<file path="src/verilog/hbp_pkg.sv">
// Package with pin timing, state encoding and state record of the host bus pin controller.
package hbp_pkg;

  localparam int CLK_PERIOD_NS = 50;
  localparam int ADDR_W        = 9;
  localparam int DATA_W        = 16;
  localparam int CNT_W         = 4;

  // Least times; each rounds up to whole cycles and never below one.
  localparam int SETUP_NS  = 50;
  localparam int STROBE_NS = 100;
  localparam int HOLD_NS   = 50;

  localparam int SETUP_CYC_RAW  = (SETUP_NS + CLK_PERIOD_NS - 1) / CLK_PERIOD_NS;
  localparam int STROBE_CYC_RAW = (STROBE_NS + CLK_PERIOD_NS - 1) / CLK_PERIOD_NS;
  localparam int HOLD_CYC_RAW   = (HOLD_NS + CLK_PERIOD_NS - 1) / CLK_PERIOD_NS;

  localparam int SETUP_CYC  = (SETUP_CYC_RAW < 1) ? 1 : SETUP_CYC_RAW;
  localparam int STROBE_CYC = (STROBE_CYC_RAW < 1) ? 1 : STROBE_CYC_RAW;
  localparam int HOLD_CYC   = (HOLD_CYC_RAW < 1) ? 1 : HOLD_CYC_RAW;

  typedef enum logic [1:0] {
    HBP_IDLE   = 2'h0,
    HBP_SETUP  = 2'h1,
    HBP_STROBE = 2'h2,
    HBP_HOLD   = 2'h3
  } hbp_state_t;

  typedef struct packed {
    logic              valid;
    logic              write;
    logic              fifo;
    logic              big_endian;
    logic [ADDR_W-1:0] addr;
    logic [DATA_W-1:0] wdata;
  } hbp_req_t;

  typedef struct packed {
    logic              valid;
    logic              write;
    logic [DATA_W-1:0] rdata;
  } hbp_rsp_t;

  typedef struct packed {
    hbp_state_t        state;
    logic [CNT_W-1:0]  cnt;
    logic              write;
    logic              ready;
    logic              rsp_valid;
    logic              rsp_write;
    logic [DATA_W-1:0] rdata;
    logic [ADDR_W-1:0] addr;
    logic [DATA_W-1:0] wdata;
    logic              data_oe_n;
    logic              cs_n;
    logic              rd_n;
    logic              wr_n;
    logic              fifo_sel;
    logic              end_sel;
  } hbp_regs_t;

  localparam logic [ADDR_W-1:0] ADDR_RST = 9'h000;
  localparam logic [DATA_W-1:0] DATA_RST = 16'h0000;

  localparam hbp_regs_t REGS_RST = '{
    state:     HBP_IDLE,
    cnt:       4'h0,
    write:     1'b0,
    ready:     1'b1,
    rsp_valid: 1'b0,
    rsp_write: 1'b0,
    rdata:     DATA_RST,
    addr:      ADDR_RST,
    wdata:     DATA_RST,
    data_oe_n: 1'b1,
    cs_n:      1'b1,
    rd_n:      1'b1,
    wr_n:      1'b1,
    fifo_sel:  1'b0,
    end_sel:   1'b0
  };

endpackage
</file>
<file path="src/verilog/hbp_host.sv">
// Host controller that runs word accesses on the switch's SRAM-like host bus pins.
`timescale 1ns/1ns
module hbp_host
  import hbp_pkg::*;
#(
  parameter int SETUP_CYCLES  = SETUP_CYC,
  parameter int STROBE_CYCLES = STROBE_CYC,
  parameter int HOLD_CYCLES   = HOLD_CYC
) (
  input  wire logic              core_clk_i,
  input  wire logic              rst_n_i,
  input  wire hbp_req_t          req_i,
  output logic                   req_ready_o,
  output hbp_rsp_t               rsp_o,
  output logic [ADDR_W-1:0]      addr_o,
  output logic [DATA_W-1:0]      data_o,
  output logic                   data_oe_n_o,
  input  wire logic [DATA_W-1:0] data_i,
  output logic                   chip_select_low_o,
  output logic                   read_strobe_low_o,
  output logic                   write_strobe_low_o,
  output logic                   fifo_sel_o,
  output logic                   end_sel_o
);

  if (SETUP_CYCLES < 1 || SETUP_CYCLES > 15 || STROBE_CYCLES < 1 || STROBE_CYCLES > 15 ||
      HOLD_CYCLES < 1 || HOLD_CYCLES > 15) begin : g_bad_timing
    $error("hbp_host: each phase must last 1 to 15 cycles.");
  end

  localparam logic [CNT_W-1:0] SETUP_LAST  = CNT_W'(SETUP_CYCLES - 1);
  localparam logic [CNT_W-1:0] STROBE_LAST = CNT_W'(STROBE_CYCLES - 1);
  localparam logic [CNT_W-1:0] HOLD_LAST   = CNT_W'(HOLD_CYCLES - 1);
  localparam logic [CNT_W-1:0] CNT_ONE     = 4'h1;

  logic      rst_meta_r;
  logic      rst_sync_r;
  hbp_regs_t st_r;
  hbp_regs_t st_nxt;

  // The release is synchronised so that no phase starts on a partial edge.
  always_ff @(posedge core_clk_i or negedge rst_n_i) begin
    if (!rst_n_i) begin
      rst_meta_r <= 1'b0;
      rst_sync_r <= 1'b0;
    end else begin
      rst_meta_r <= 1'b1;
      rst_sync_r <= rst_meta_r;
    end
  end

  always_comb begin
    st_nxt           = st_r;
    st_nxt.rsp_valid = 1'b0;
    case (st_r.state)
      HBP_IDLE: begin
        if (req_i.valid) begin
          st_nxt.ready      = 1'b0;
          st_nxt.write      = req_i.write;
          st_nxt.rsp_write  = req_i.write;
          st_nxt.fifo_sel   = req_i.fifo;
          // Address is parked at zero in FIFO mode since the device ignores it.
          st_nxt.addr       = req_i.fifo ? ADDR_RST : req_i.addr;
          st_nxt.end_sel    = req_i.big_endian;
          st_nxt.wdata      = req_i.wdata;
          st_nxt.data_oe_n  = ~req_i.write;
          st_nxt.cs_n       = 1'b0;
          st_nxt.cnt        = SETUP_LAST;
          st_nxt.state      = HBP_SETUP;
        end
      end
      HBP_SETUP: begin
        if (st_r.cnt == '0) begin
          // Strobes only fall after chip select has settled for a full setup phase.
          st_nxt.rd_n  = st_r.write;
          st_nxt.wr_n  = ~st_r.write;
          st_nxt.cnt   = STROBE_LAST;
          st_nxt.state = HBP_STROBE;
        end else begin
          st_nxt.cnt = st_r.cnt - CNT_ONE;
        end
      end
      HBP_STROBE: begin
        if (st_r.cnt == '0) begin
          if (!st_r.write) begin
            st_nxt.rdata = data_i;
          end
          st_nxt.rd_n  = 1'b1;
          st_nxt.wr_n  = 1'b1;
          st_nxt.cnt   = HOLD_LAST;
          st_nxt.state = HBP_HOLD;
        end else begin
          st_nxt.cnt = st_r.cnt - CNT_ONE;
        end
      end
      HBP_HOLD: begin
        if (st_r.cnt == '0) begin
          st_nxt.cs_n      = 1'b1;
          st_nxt.data_oe_n = 1'b1;
          st_nxt.ready     = 1'b1;
          st_nxt.rsp_valid = 1'b1;
          st_nxt.state     = HBP_IDLE;
        end else begin
          st_nxt.cnt = st_r.cnt - CNT_ONE;
        end
      end
      default: begin
        st_nxt = REGS_RST;
      end
    endcase
  end

  always_ff @(posedge core_clk_i or negedge rst_sync_r) begin
    if (!rst_sync_r) begin
      st_r <= REGS_RST;
    end else begin
      st_r <= st_nxt;
    end
  end

  assign req_ready_o        = st_r.ready;
  assign rsp_o              = '{
    valid: st_r.rsp_valid,
    write: st_r.rsp_write,
    rdata: st_r.rdata
  };
  assign addr_o             = st_r.addr;
  assign data_o             = st_r.wdata;
  assign data_oe_n_o        = st_r.data_oe_n;
  assign chip_select_low_o  = st_r.cs_n;
  assign read_strobe_low_o  = st_r.rd_n;
  assign write_strobe_low_o = st_r.wr_n;
  assign fifo_sel_o         = st_r.fifo_sel;
  assign end_sel_o          = st_r.end_sel;

  // Helper counter of how long the current strobe has been low.
  logic [CNT_W-1:0] low_cnt_r;
  always_ff @(posedge core_clk_i or negedge rst_sync_r) begin
    if (!rst_sync_r) begin
      low_cnt_r <= '0;
    end else if (!st_r.rd_n || !st_r.wr_n) begin
      low_cnt_r <= low_cnt_r + CNT_ONE;
    end else begin
      low_cnt_r <= '0;
    end
  end
endmodule

</file>
<file path="config.mk">
export PLATFORM = sky130hd
export DESIGN_NAME = hbp_host
export DESIGN_NICKNAME = d
export VERILOG_FILES = /design/src/verilog/hbp_pkg.sv /design/src/verilog/hbp_host.sv
export SDC_FILE = /design/constraint.sdc
export NUM_CORES = 1
export LEC_CHECK = 0
export ABC_AREA = 1
export BUFFER_PORTS_ARGS = -buffer_cell sky130_fd_sc_hd__buf_2
export CAP_MARGIN = 20
export CORE_MARGIN = 2
export CORE_UTILIZATION = 50
export CTS_BUF_LIST = sky130_fd_sc_hd__clkbuf_4
export CTS_CLUSTER_SIZE = 20
export DETAILED_ROUTE_END_ITERATION = 8
export GPL_TIMING_DRIVEN = 1
export PLACE_DENSITY = 0.8
export SLEW_MARGIN = 20
export SYNTH_ARGS = -nofsm -noshare
export SYNTH_HDL_FRONTEND = slang
export SYNTH_SLANG_ARGS = --single-unit
</file>
<file path="constraint.sdc">
create_clock -name core_clk_i -period 1.99 [get_ports core_clk_i]
set_input_delay 0.398 -clock core_clk_i [delete_from_list [all_inputs] [get_ports core_clk_i]]
set_output_delay 0.398 -clock core_clk_i [all_outputs]
set_load 0.05 [all_outputs]
</file>
==> flow_metrics.tcl, run 1 <==
set metrics [dict create \
    synth_area_leaders "dfrtp_1 (46%), nand2_1 (11%), buf_4 (11%)" \
    hold_viol_final 0 \
    portBuffers 96 \
    hp-start "req_i[11]" \
    wirelength_mm 5.55 \
    die_h_um 79.6 \
    fin_nets 422 \
    rows 27 \
    core_um2 5510 \
    grtUsageTotal 0.185 \
    drt-initial-drc-count 98 \
    clk_latency_ns 0.40 \
    ys_ff_latch 58 \
    timing.rr.end "rsp_o[13]$_DFFE_PN0P_" \
    synth_nets 362 \
    hold_path_depth 3 \
    hp-class "input port to flip-flop" \
    relSlewSlack 0.435 \
    avgSynthCellArea_um2 9.28 \
    path_max_fanout 32 \
    vias 2055 \
    r2r-start "st_r[51]$_DFFE_PN0P_" \
    critical_path.cell_chain "inv_1, ha_1, nand3_2, or2_2, nand2_2, o21ai_2" \
    rr_worst_depth 6 \
    clk_pin_slew_ns 0.10 \
    cpMaxStageDelayCell "or2_2" \
    tritoncts "built" \
    cts_sinks 58 \
    syn_inst 308 \
    dp_hpwl_mm 4.04 \
    critical-path-max-stage-delay_ns 0.60 \
    post_cts.repair.setup_buffers 0 \
    drive_above_1_share 0.416 \
    ys_seq_area_frac 0.510 \
    ctsResizeCount 0 \
    cts_hold_buffers 1 \
    ys_types 25 \
    grt_pass1_vias 1953 \
    drc 0 \
    ff2ff_setup_slack_ns 0.12 \
    cp.required_ns 2.25 \
    rsz0062_at_grt "no" \
    fin_skew_ns 0.0163 \
    gp_congestion 0.720 \
    maxSlewViolCount 0 \
    clk_path_buf_depth 2 \
    cp_data_arrival_time_ns 2.14 \
    dr.pass1.iters 4 \
    antenna_left 0 \
    grt_overflow_total 0 \
    worstSetupPathType "flip-flop to flip-flop" \
    period_needed_ns 1.87 \
    syn_area_um2 2860 \
    antenna_found_initial 0 \
    num_antenna_cells 0 \
    yosysWarnings 0 \
    tns_ns 0 \
    period_share 0.940 \
    fillers 469 \
    outcome "finished, final reports clean" \
    worstHoldEndpoint "data_o[11]$_DFFE_PN0P_" \
    die_w_um 79.6 \
    initial_core_util 0.519 \
    ctsRootBufferMaster "clkbuf_4" \
    routed_via_density 4.62 \
    tightest_slew_ns 0.847 \
    grt_start_max_net_pins 37 \
    ioPinCount 97 \
    h-tree-depth 3 \
    startpoint_type "flip-flop" \
    wl_per_cell_um 12.5 \
    synth_top_cell_area_share 0.464 \
    setup_viol 0 \
    maxCapViolCount 0 \
    yosys.area.top_type "dfrtp_1" \
    area_delta_synth_final_pct 14.6 \
    cp-end-kind "flip-flop" \
    cts_buffers 9 \
    dieArea_um2 6340 \
    grt_pass1_wl_mm 8.85 \
    max_freq_ghz 0.535 \
]
## per-stage QoR
| stage | instance area [µm²] | setup slack [ns] | instances | hold slack [ns] | utilization |
|---|---|---|---|---|---|
| 3_3_place_gp | 3080 | 0.191 | 428 | 0.185 | 0.559 |
| 2_1_floorplan | 2860 | 0.264 | 308 | 0.102 | - |
| 4_1_cts | 3280 | 0.113 | 445 | 0.166 | 0.595 |
| 3_5_place_dp | 3080 | 0.109 | 428 | 0.185 | 0.559 |
| 6_report | 3280 | 0.120 | 445 | 0.189 | 0.595 |
| 5_1_grt | 3280 | 0.0180 | 445 | 0.150 | 0.595 |
## registers in the layout (all words and copies together), names as in the netlist
register	cells
st_r	6
req_ready_o	1
write_strobe_low_o	1
fifo_sel_o	1
data_o	16
rst_sync_r	1
read_strobe_low_o	1
chip_select_low_o	1
data_oe_n_o	1
addr_o	9
end_sel_o	1
rst_meta_r	1
rsp_o	18
## cells in the mapped netlist, drive strengths merged
library cell and number:
ha 7, clkbuf 2, nor2 8, a22o 9, conb 1, nand3 10, nand2 101, inv 33
dfstp 5, buf 49, dfrtp 53, clkinv 1, o21ai 25, or2 2, nand4 1, a21oi 1
## critical path, delay by kind of cell (launching register included)
family,cells,cell delay [ns]
compound gates,1,0.06
simple gates,3,0.89
fa+ha+maj,1,0.24
flops,1,0.41
buf+inv,1,0.14
## per-layer routing
metal / share of wire / up-vias / track usage / wire length (µm)
li1: - / 1029 / - / -
met1: 0.43 / 940 / 0.230 / 2400
met4: 0.020 / 0 / 0.0983 / 110
met5: 0 / - / 0 / 0
met3: 0.070 / 11 / 0.0520 / 389
met2: 0.48 / 75 / 0.294 / 2650
## cells by family after synthesis
| family | share of synthesized area |
|---|---|
| AOI/OAI and AO/OA | 0.0941 |
| DFF | 0.510 |
| and+or+nand+nor | 0.185 |
| other | 0.00131 |
| buffers and inverters | 0.179 |
| adders and majority gates | 0.0306 |
## worst max-delay path by stage
stage	from	to	depth (start not counted)
finish	st_r[51]$_DFFE_PN0P_	rsp_o[13]$_DFFE_PN0P_	6
global route	st_r[51]$_DFFE_PN0P_	rsp_o[13]$_DFFE_PN0P_	6
CTS	st_r[51]$_DFFE_PN0P_	rsp_o[1]$_DFFE_PN0P_	6
detailed placement	st_r[51]$_DFFE_PN0P_	rsp_o[1]$_DFFE_PN0P_	6
global placement	st_r[51]$_DFFE_PN0P_	rsp_o[1]$_DFFE_PN0P_	6
floorplan	rst_sync_r$_DFF_PN0_	addr_o[0]$_DFFE_PN0P_	0
## cell type report
type                            instances  area, µm²  share of cell area
Tap cell                               72       90.1              0.0275
Timing Repair Buffer                  100        526               0.160
Clock buffer                           11       82.6              0.0252
Sequential cell                        58       1460               0.445
Multi-Input combinational cell        165        888               0.271
Clock inverter                          5        103              0.0313
Inverter                               34        128              0.0390
## placed cells by master (no fill, tap or decap)
master         synthesis  final
a21oi_1                1      1
a22o_1                 9      9
buf_12                 0      1
buf_2                  1     96
buf_4                 43      2
bufinv_16              0      3
clkbuf_4               0     11
clkinv_1               1      2
clkinv_4               0      1
conb_1                 1      1
dfrtp_1               53     52
dfrtp_2                0      1
dfstp_2                5      5
dlygate4sd3_1          0      1
ha_1                   7      7
inv_1                 33     33
nand2_1               87     87
nand2_2               14     14
nand3_1                9      9
nand3_2                1      1
nand4_1                1      1
nor2_1                 6      6
nor2_2                 1      1
nor2_4                 1      1
o21ai_0                9      9
o21ai_2               16     16
or2_2                  1      2
Power of run 1 is left out: the tool's default activity adds up to more than one toggle a clock period on the data nets, which glitch-free logic cannot reach.
==> inputs of run 2 (changes only) <==
==> constraint.sdc (replaced) <==
create_clock -name core_clk_i -period 2.45 [get_ports core_clk_i]
set_input_delay 0.49 -clock core_clk_i [delete_from_list [all_inputs] [get_ports core_clk_i]]
set_output_delay 0.49 -clock core_clk_i [all_outputs]
set_load 0.05 [all_outputs]
==> run 2 against run 1 <==
Non-clock buffer count rose by 1. Via count rose by 1.6%. Clock skew fell by 0.0073 ns. Routed wire length fell by 4.0%. Final cell count rose by 0.22%. Core utilization fell by 1.5 points. First-iteration DRC count fell by 40%. Hold slack improved by 0.089 ns. Critical path type unchanged.
==> flow_metrics.tcl, run 2 (synthesis results as in run 1) <==
set metrics [dict create \
    relSlewSlack 0.422 \
    cpMaxStageDelayCell "clkinv_1" \
    cp-end-kind "flip-flop" \
    final_common_cell "buf_2" \
    clk_pin_slew_ns 0.10 \
    dr.pass1.iters 4 \
    hp-class "flip-flop to asynchronous set/reset pin" \
    worstSetupPathType "flip-flop to flip-flop" \
    initial_core_util 0.519 \
    grt_pass1_wl_mm 8.87 \
    path_depth 6 \
    ctsRootBufferMaster "clkbuf_4" \
    path_max_fanout 18 \
    final_cell_mix "buf_2 (96), nand2_1 (87), dfrtp_1 (52), inv_1 (33), o21ai_2 (16)" \
    cp_data_arrival_time_ns 2.20 \
    maxSlewViolCount 0 \
    drive_above_1_share 0.417 \
    cts_sinks 58 \
    timing.rr.end "fifo_sel_o$_DFFE_PN0P_" \
    drt-initial-drc-count 59 \
    routed_via_density 4.68 \
    tightest_slew_ns 0.867 \
    fin_skew_ns 0.00900 \
    dieArea_um2 6340 \
    grt_pass1_vias 1995 \
    antenna_left 0 \
    outcome "finished, final reports clean" \
    wl_per_cell_um 11.9 \
    portBuffers 96 \
    rr_worst_depth 6 \
    tritoncts "built" \
    crit_start "st_r[55]$_DFFE_PN0P_" \
    rows 27 \
    maxCapViolCount 0 \
    final_cell_count_no_fill 446 \
    core_um2 5510 \
    fillers 501 \
    crit_family "buffers and inverters" \
    h-tree-depth 3 \
    wirelength_mm 5.33 \
    r2r-start "st_r[55]$_DFFE_PN0P_" \
    vias 2088 \
    ff2ff_setup_slack_ns 0.52 \
    path_common_cell "nor2_1" \
    critical_path.cell_chain "inv_1, ha_1, nand2_1, clkinv_1, nor2_1, nor2_1" \
    grtUsageTotal 0.181 \
    grt_start_max_net_pins 33 \
    dp_hpwl_mm 4.00 \
    fin_nets 423 \
    cp_num_buf_inv 2 \
    drc 0 \
    max_freq_ghz 0.517 \
    critical-path-max-stage-delay_ns 0.51 \
    largest_register_ffs 18 \
    hold_viol_final 0 \
    die_h_um 79.6 \
    setup_viol 0 \
    clk_path_buf_depth 2 \
    post_cts.repair.setup_buffers 0 \
    die_w_um 79.6 \
    period_share 0.789 \
    final_util 0.580 \
    startpoint_type "flip-flop" \
    rsz0062_at_grt "no" \
    holdWs_ns 0.277 \
    period_needed_ns 1.93 \
    cts_buffers 9 \
    cp.required_ns 2.72 \
    ctsResizeCount 0 \
    gp_congestion 0.709 \
    multiInputGateArea_um2 888 \
    num_antenna_cells 0 \
    regArea_um2 1460 \
    clk_latency_ns 0.39 \
    antenna_found_initial 0 \
    tns_ns 0 \
    area_delta_synth_final_pct 11.8 \
    ioPinCount 97 \
    placedCellCount 429 \
    grt_overflow_total 0 \
]
-- run 2: layout make-up --
cell class                      count  share of cell area
Tap cell                           72              0.0282
Multi-Input combinational cell    165               0.278
Sequential cell                    58               0.457
Clock inverter                      6              0.0106
Inverter                           34              0.0400
Clock buffer                       10              0.0235
Timing Repair Buffer              101               0.163
-- run 2: stage by stage --
step	area, µm²	setup slack (ns)
3_5_place_dp	3080	0.509
4_1_cts	3190	0.480
3_3_place_gp	3080	0.613
6_report	3190	0.517
2_1_floorplan	2860	0.724
5_1_grt	3190	0.242
-- run 2: how the worst max path moves through the flow --
| stage | slack (ns) | end |
|---|---|---|
| 4_1_cts | 0.48 | fifo_sel_o$_DFFE_PN0P_ |
| 3_5_place_dp | 0.51 | fifo_sel_o$_DFFE_PN0P_ |
| 5_1_grt | 0.24 | fifo_sel_o$_DFFE_PN0P_ |
| 3_3_place_gp | 0.61 | rsp_o[1]$_DFFE_PN0P_ |
| 2_1_floorplan | 0.72 | addr_o[0]$_DFFE_PN0P_ |
| 6_report | 0.52 | fifo_sel_o$_DFFE_PN0P_ |
-- run 2: layer usage --
layer	up-vias	GRT usage	part of all wire
li1	1031	-	-
met1	974	0.234	0.45
met2	72	0.294	0.47
met3	11	0.0396	0.062
met4	0	0.0776	0.017
met5	-	0	0
-- run 2: timing repair --
action,in CTS,in global routing
endpoints found under the setup margin,0,0
endpoints found under the hold margin,2,0
hold buffers,1,0
Power of run 2 is left out for the same reason.
==> inputs of run 3 (changes only) <==
--- a/config.mk
+++ b/config.mk
@@ -9,12 +9,12 @@
 export BUFFER_PORTS_ARGS = -buffer_cell sky130_fd_sc_hd__buf_2
 export CAP_MARGIN = 20
 export CORE_MARGIN = 2
-export CORE_UTILIZATION = 50
+export CORE_UTILIZATION = 47
 export CTS_BUF_LIST = sky130_fd_sc_hd__clkbuf_4
 export CTS_CLUSTER_SIZE = 20
 export DETAILED_ROUTE_END_ITERATION = 8
 export GPL_TIMING_DRIVEN = 1
-export PLACE_DENSITY = 0.8
+export PLACE_DENSITY = 0.78
 export SLEW_MARGIN = 20
 export SYNTH_ARGS = -nofsm -noshare
 export SYNTH_HDL_FRONTEND = slang
==> constraint.sdc (replaced) <==
create_clock -name core_clk_i -period 1.6 [get_ports core_clk_i]
set_input_delay 0.32 -clock core_clk_i [delete_from_list [all_inputs] [get_ports core_clk_i]]
set_output_delay 0.32 -clock core_clk_i [all_outputs]
set_load 0.05 [all_outputs]
==> run 3 against run 2 <==
Hold slack worse by 0.16 ns. Sequential cell count unchanged. Critical path depth up 1. Clock skew up 0.0038 ns. Core utilization down 1.7 points. Setup slack worse by 0.44 ns. Largest cell class unchanged. Fmax up 27%. Non-clock buffer count up 10.
==> flow_metrics.tcl, run 3 (synthesis results as in run 1) <==
set metrics [dict create \
    die_h_um 82.0 \
    portBuffers 96 \
    cts_sinks 58 \
    cts_buffers 9 \
    antenna_found_initial 0 \
    grt_pass1_vias 1898 \
    grt_start_max_net_pins 33 \
    pre_cts_ws_ns 0.0336 \
    period_share 0.952 \
    setup_viol 0 \
    setup_ws_ns 0.0776 \
    design_area_um2 3310 \
    ioPinCount 97 \
    dieArea_um2 6720 \
    grt_overflow_total 0 \
    final_cell_count_no_fill 459 \
    drc 0 \
    initial_core_util 0.486 \
    clk_path_buf_depth 2 \
    h-tree-depth 3 \
    cp-end-kind "flip-flop" \
    fin_skew_ns 0.0128 \
    tritoncts "built" \
    ctsRootBufferMaster "clkbuf_4" \
    cp.required_ns 1.90 \
    area_delta_synth_final_pct 16.0 \
    drt-initial-drc-count 101 \
    cp_data_arrival_time_ns 1.83 \
    clk_pin_slew_ns 0.10 \
    dr.pass1.iters 6 \
    maxCapViolCount 0 \
    wirelength_mm 5.53 \
    core_um2 5890 \
    clk_latency_ns 0.39 \
    outcome "finished, final reports clean" \
    die_w_um 82.0 \
    antenna_left 0 \
    drive_above_1_share 0.443 \
    rows 28 \
    grt_pass1_wl_mm 8.48 \
    routed_via_density 4.52 \
    wl_per_cell_um 12.0 \
    period_needed_ns 1.52 \
    max_freq_ghz 0.657 \
    startpoint_type "flip-flop" \
    final_common_cell "buf_2" \
    num_antenna_cells 0 \
    hp-class "input port to flip-flop" \
    maxSlewViolCount 0 \
    path_max_fanout 6 \
    worstSetupPathType "flip-flop to flip-flop" \
    final_cell_mix "buf_2 (96), nand2_1 (86), dfrtp_1 (52), inv_1 (31), o21ai_2 (16)" \
    grtUsageTotal 0.170 \
    gp_congestion 0.807 \
    rsz0062_at_grt "yes" \
    dp_hpwl_mm 4.05 \
    hold_viol_final 0 \
    fin_nets 433 \
    vias 2073 \
    holdWs_ns 0.119 \
    placedCellCount 440 \
    dpl_cell_area_um2 3150 \
    largest_register_ffs 18 \
]
-- run 3: timing repair --
action	in CTS	in global routing
resized for setup	0	6
hold endpoints to repair	2	0
setup endpoints to repair	0	23
buffers inserted	0	1
hold buffers	1	0
-- run 3: area by class of cell --
cell class,count,area [µm²]
timing repair buffer,111,626
tap,75,93.8
fill,552,2570
multi-input combinational,165,898
sequential,58,1460
clock inverter,4,20.0
clock buffer,12,90.1
inverter,34,128
-- run 3: metrics by stage --
step           utilization  setup TNS [ns]
5_1_grt              0.563          -0.195
6_report             0.563               0
2_1_floorplan            -               0
3_3_place_gp         0.536               0
3_5_place_dp         0.536               0
4_1_cts              0.556               0
-- run 3: final timing paths --
path	cells past startpoint	start	slack, ns	end
max in group asynchronous	1	rst_sync_r$_DFF_PN0_	0.79	rsp_o[13]$_DFFE_PN0P_
worst min register to register	0	rst_sync_r$_DFF_PN0_	0.21	st_r[54]$_DFFE_PN0P_
worst max register to register	7	st_r[56]$_DFFE_PN0P_	0.08	chip_select_low_o$_DFFE_PN1P_
worst max-delay path	7	st_r[56]$_DFFE_PN0P_	0.08	chip_select_low_o$_DFFE_PN1P_
min in group asynchronous	0	rst_sync_r$_DFF_PN0_	0.21	st_r[54]$_DFFE_PN0P_
worst min-delay path	3	req_i[5]	0.12	data_o[5]$_DFFE_PN0P_
-- run 3: worst max-delay path, cell delays in order, from the launching register on --
cell	delay (ns)
dfrtp_1	0.42
inv_1	0.12
ha_1	0.19
inv_1	0.05
or2_2	0.32
nand3_1	0.20
nand2_1	0.06
o21ai_0	0.09
-- run 3: metal layers --
| metal | routed length [µm] | share of wire | up-vias | global-route usage |
|---|---|---|---|---|
| met1 | 2550 | 0.46 | 943 | 0.232 |
| met5 | 0 | 0 | - | 0 |
| met4 | 93 | 0.017 | 0 | 0.0767 |
| met2 | 2520 | 0.46 | 71 | 0.251 |
| li1 | - | - | 1050 | - |
| met3 | 364 | 0.066 | 9 | 0.0473 |
Power of run 3 is left out for the same reason.
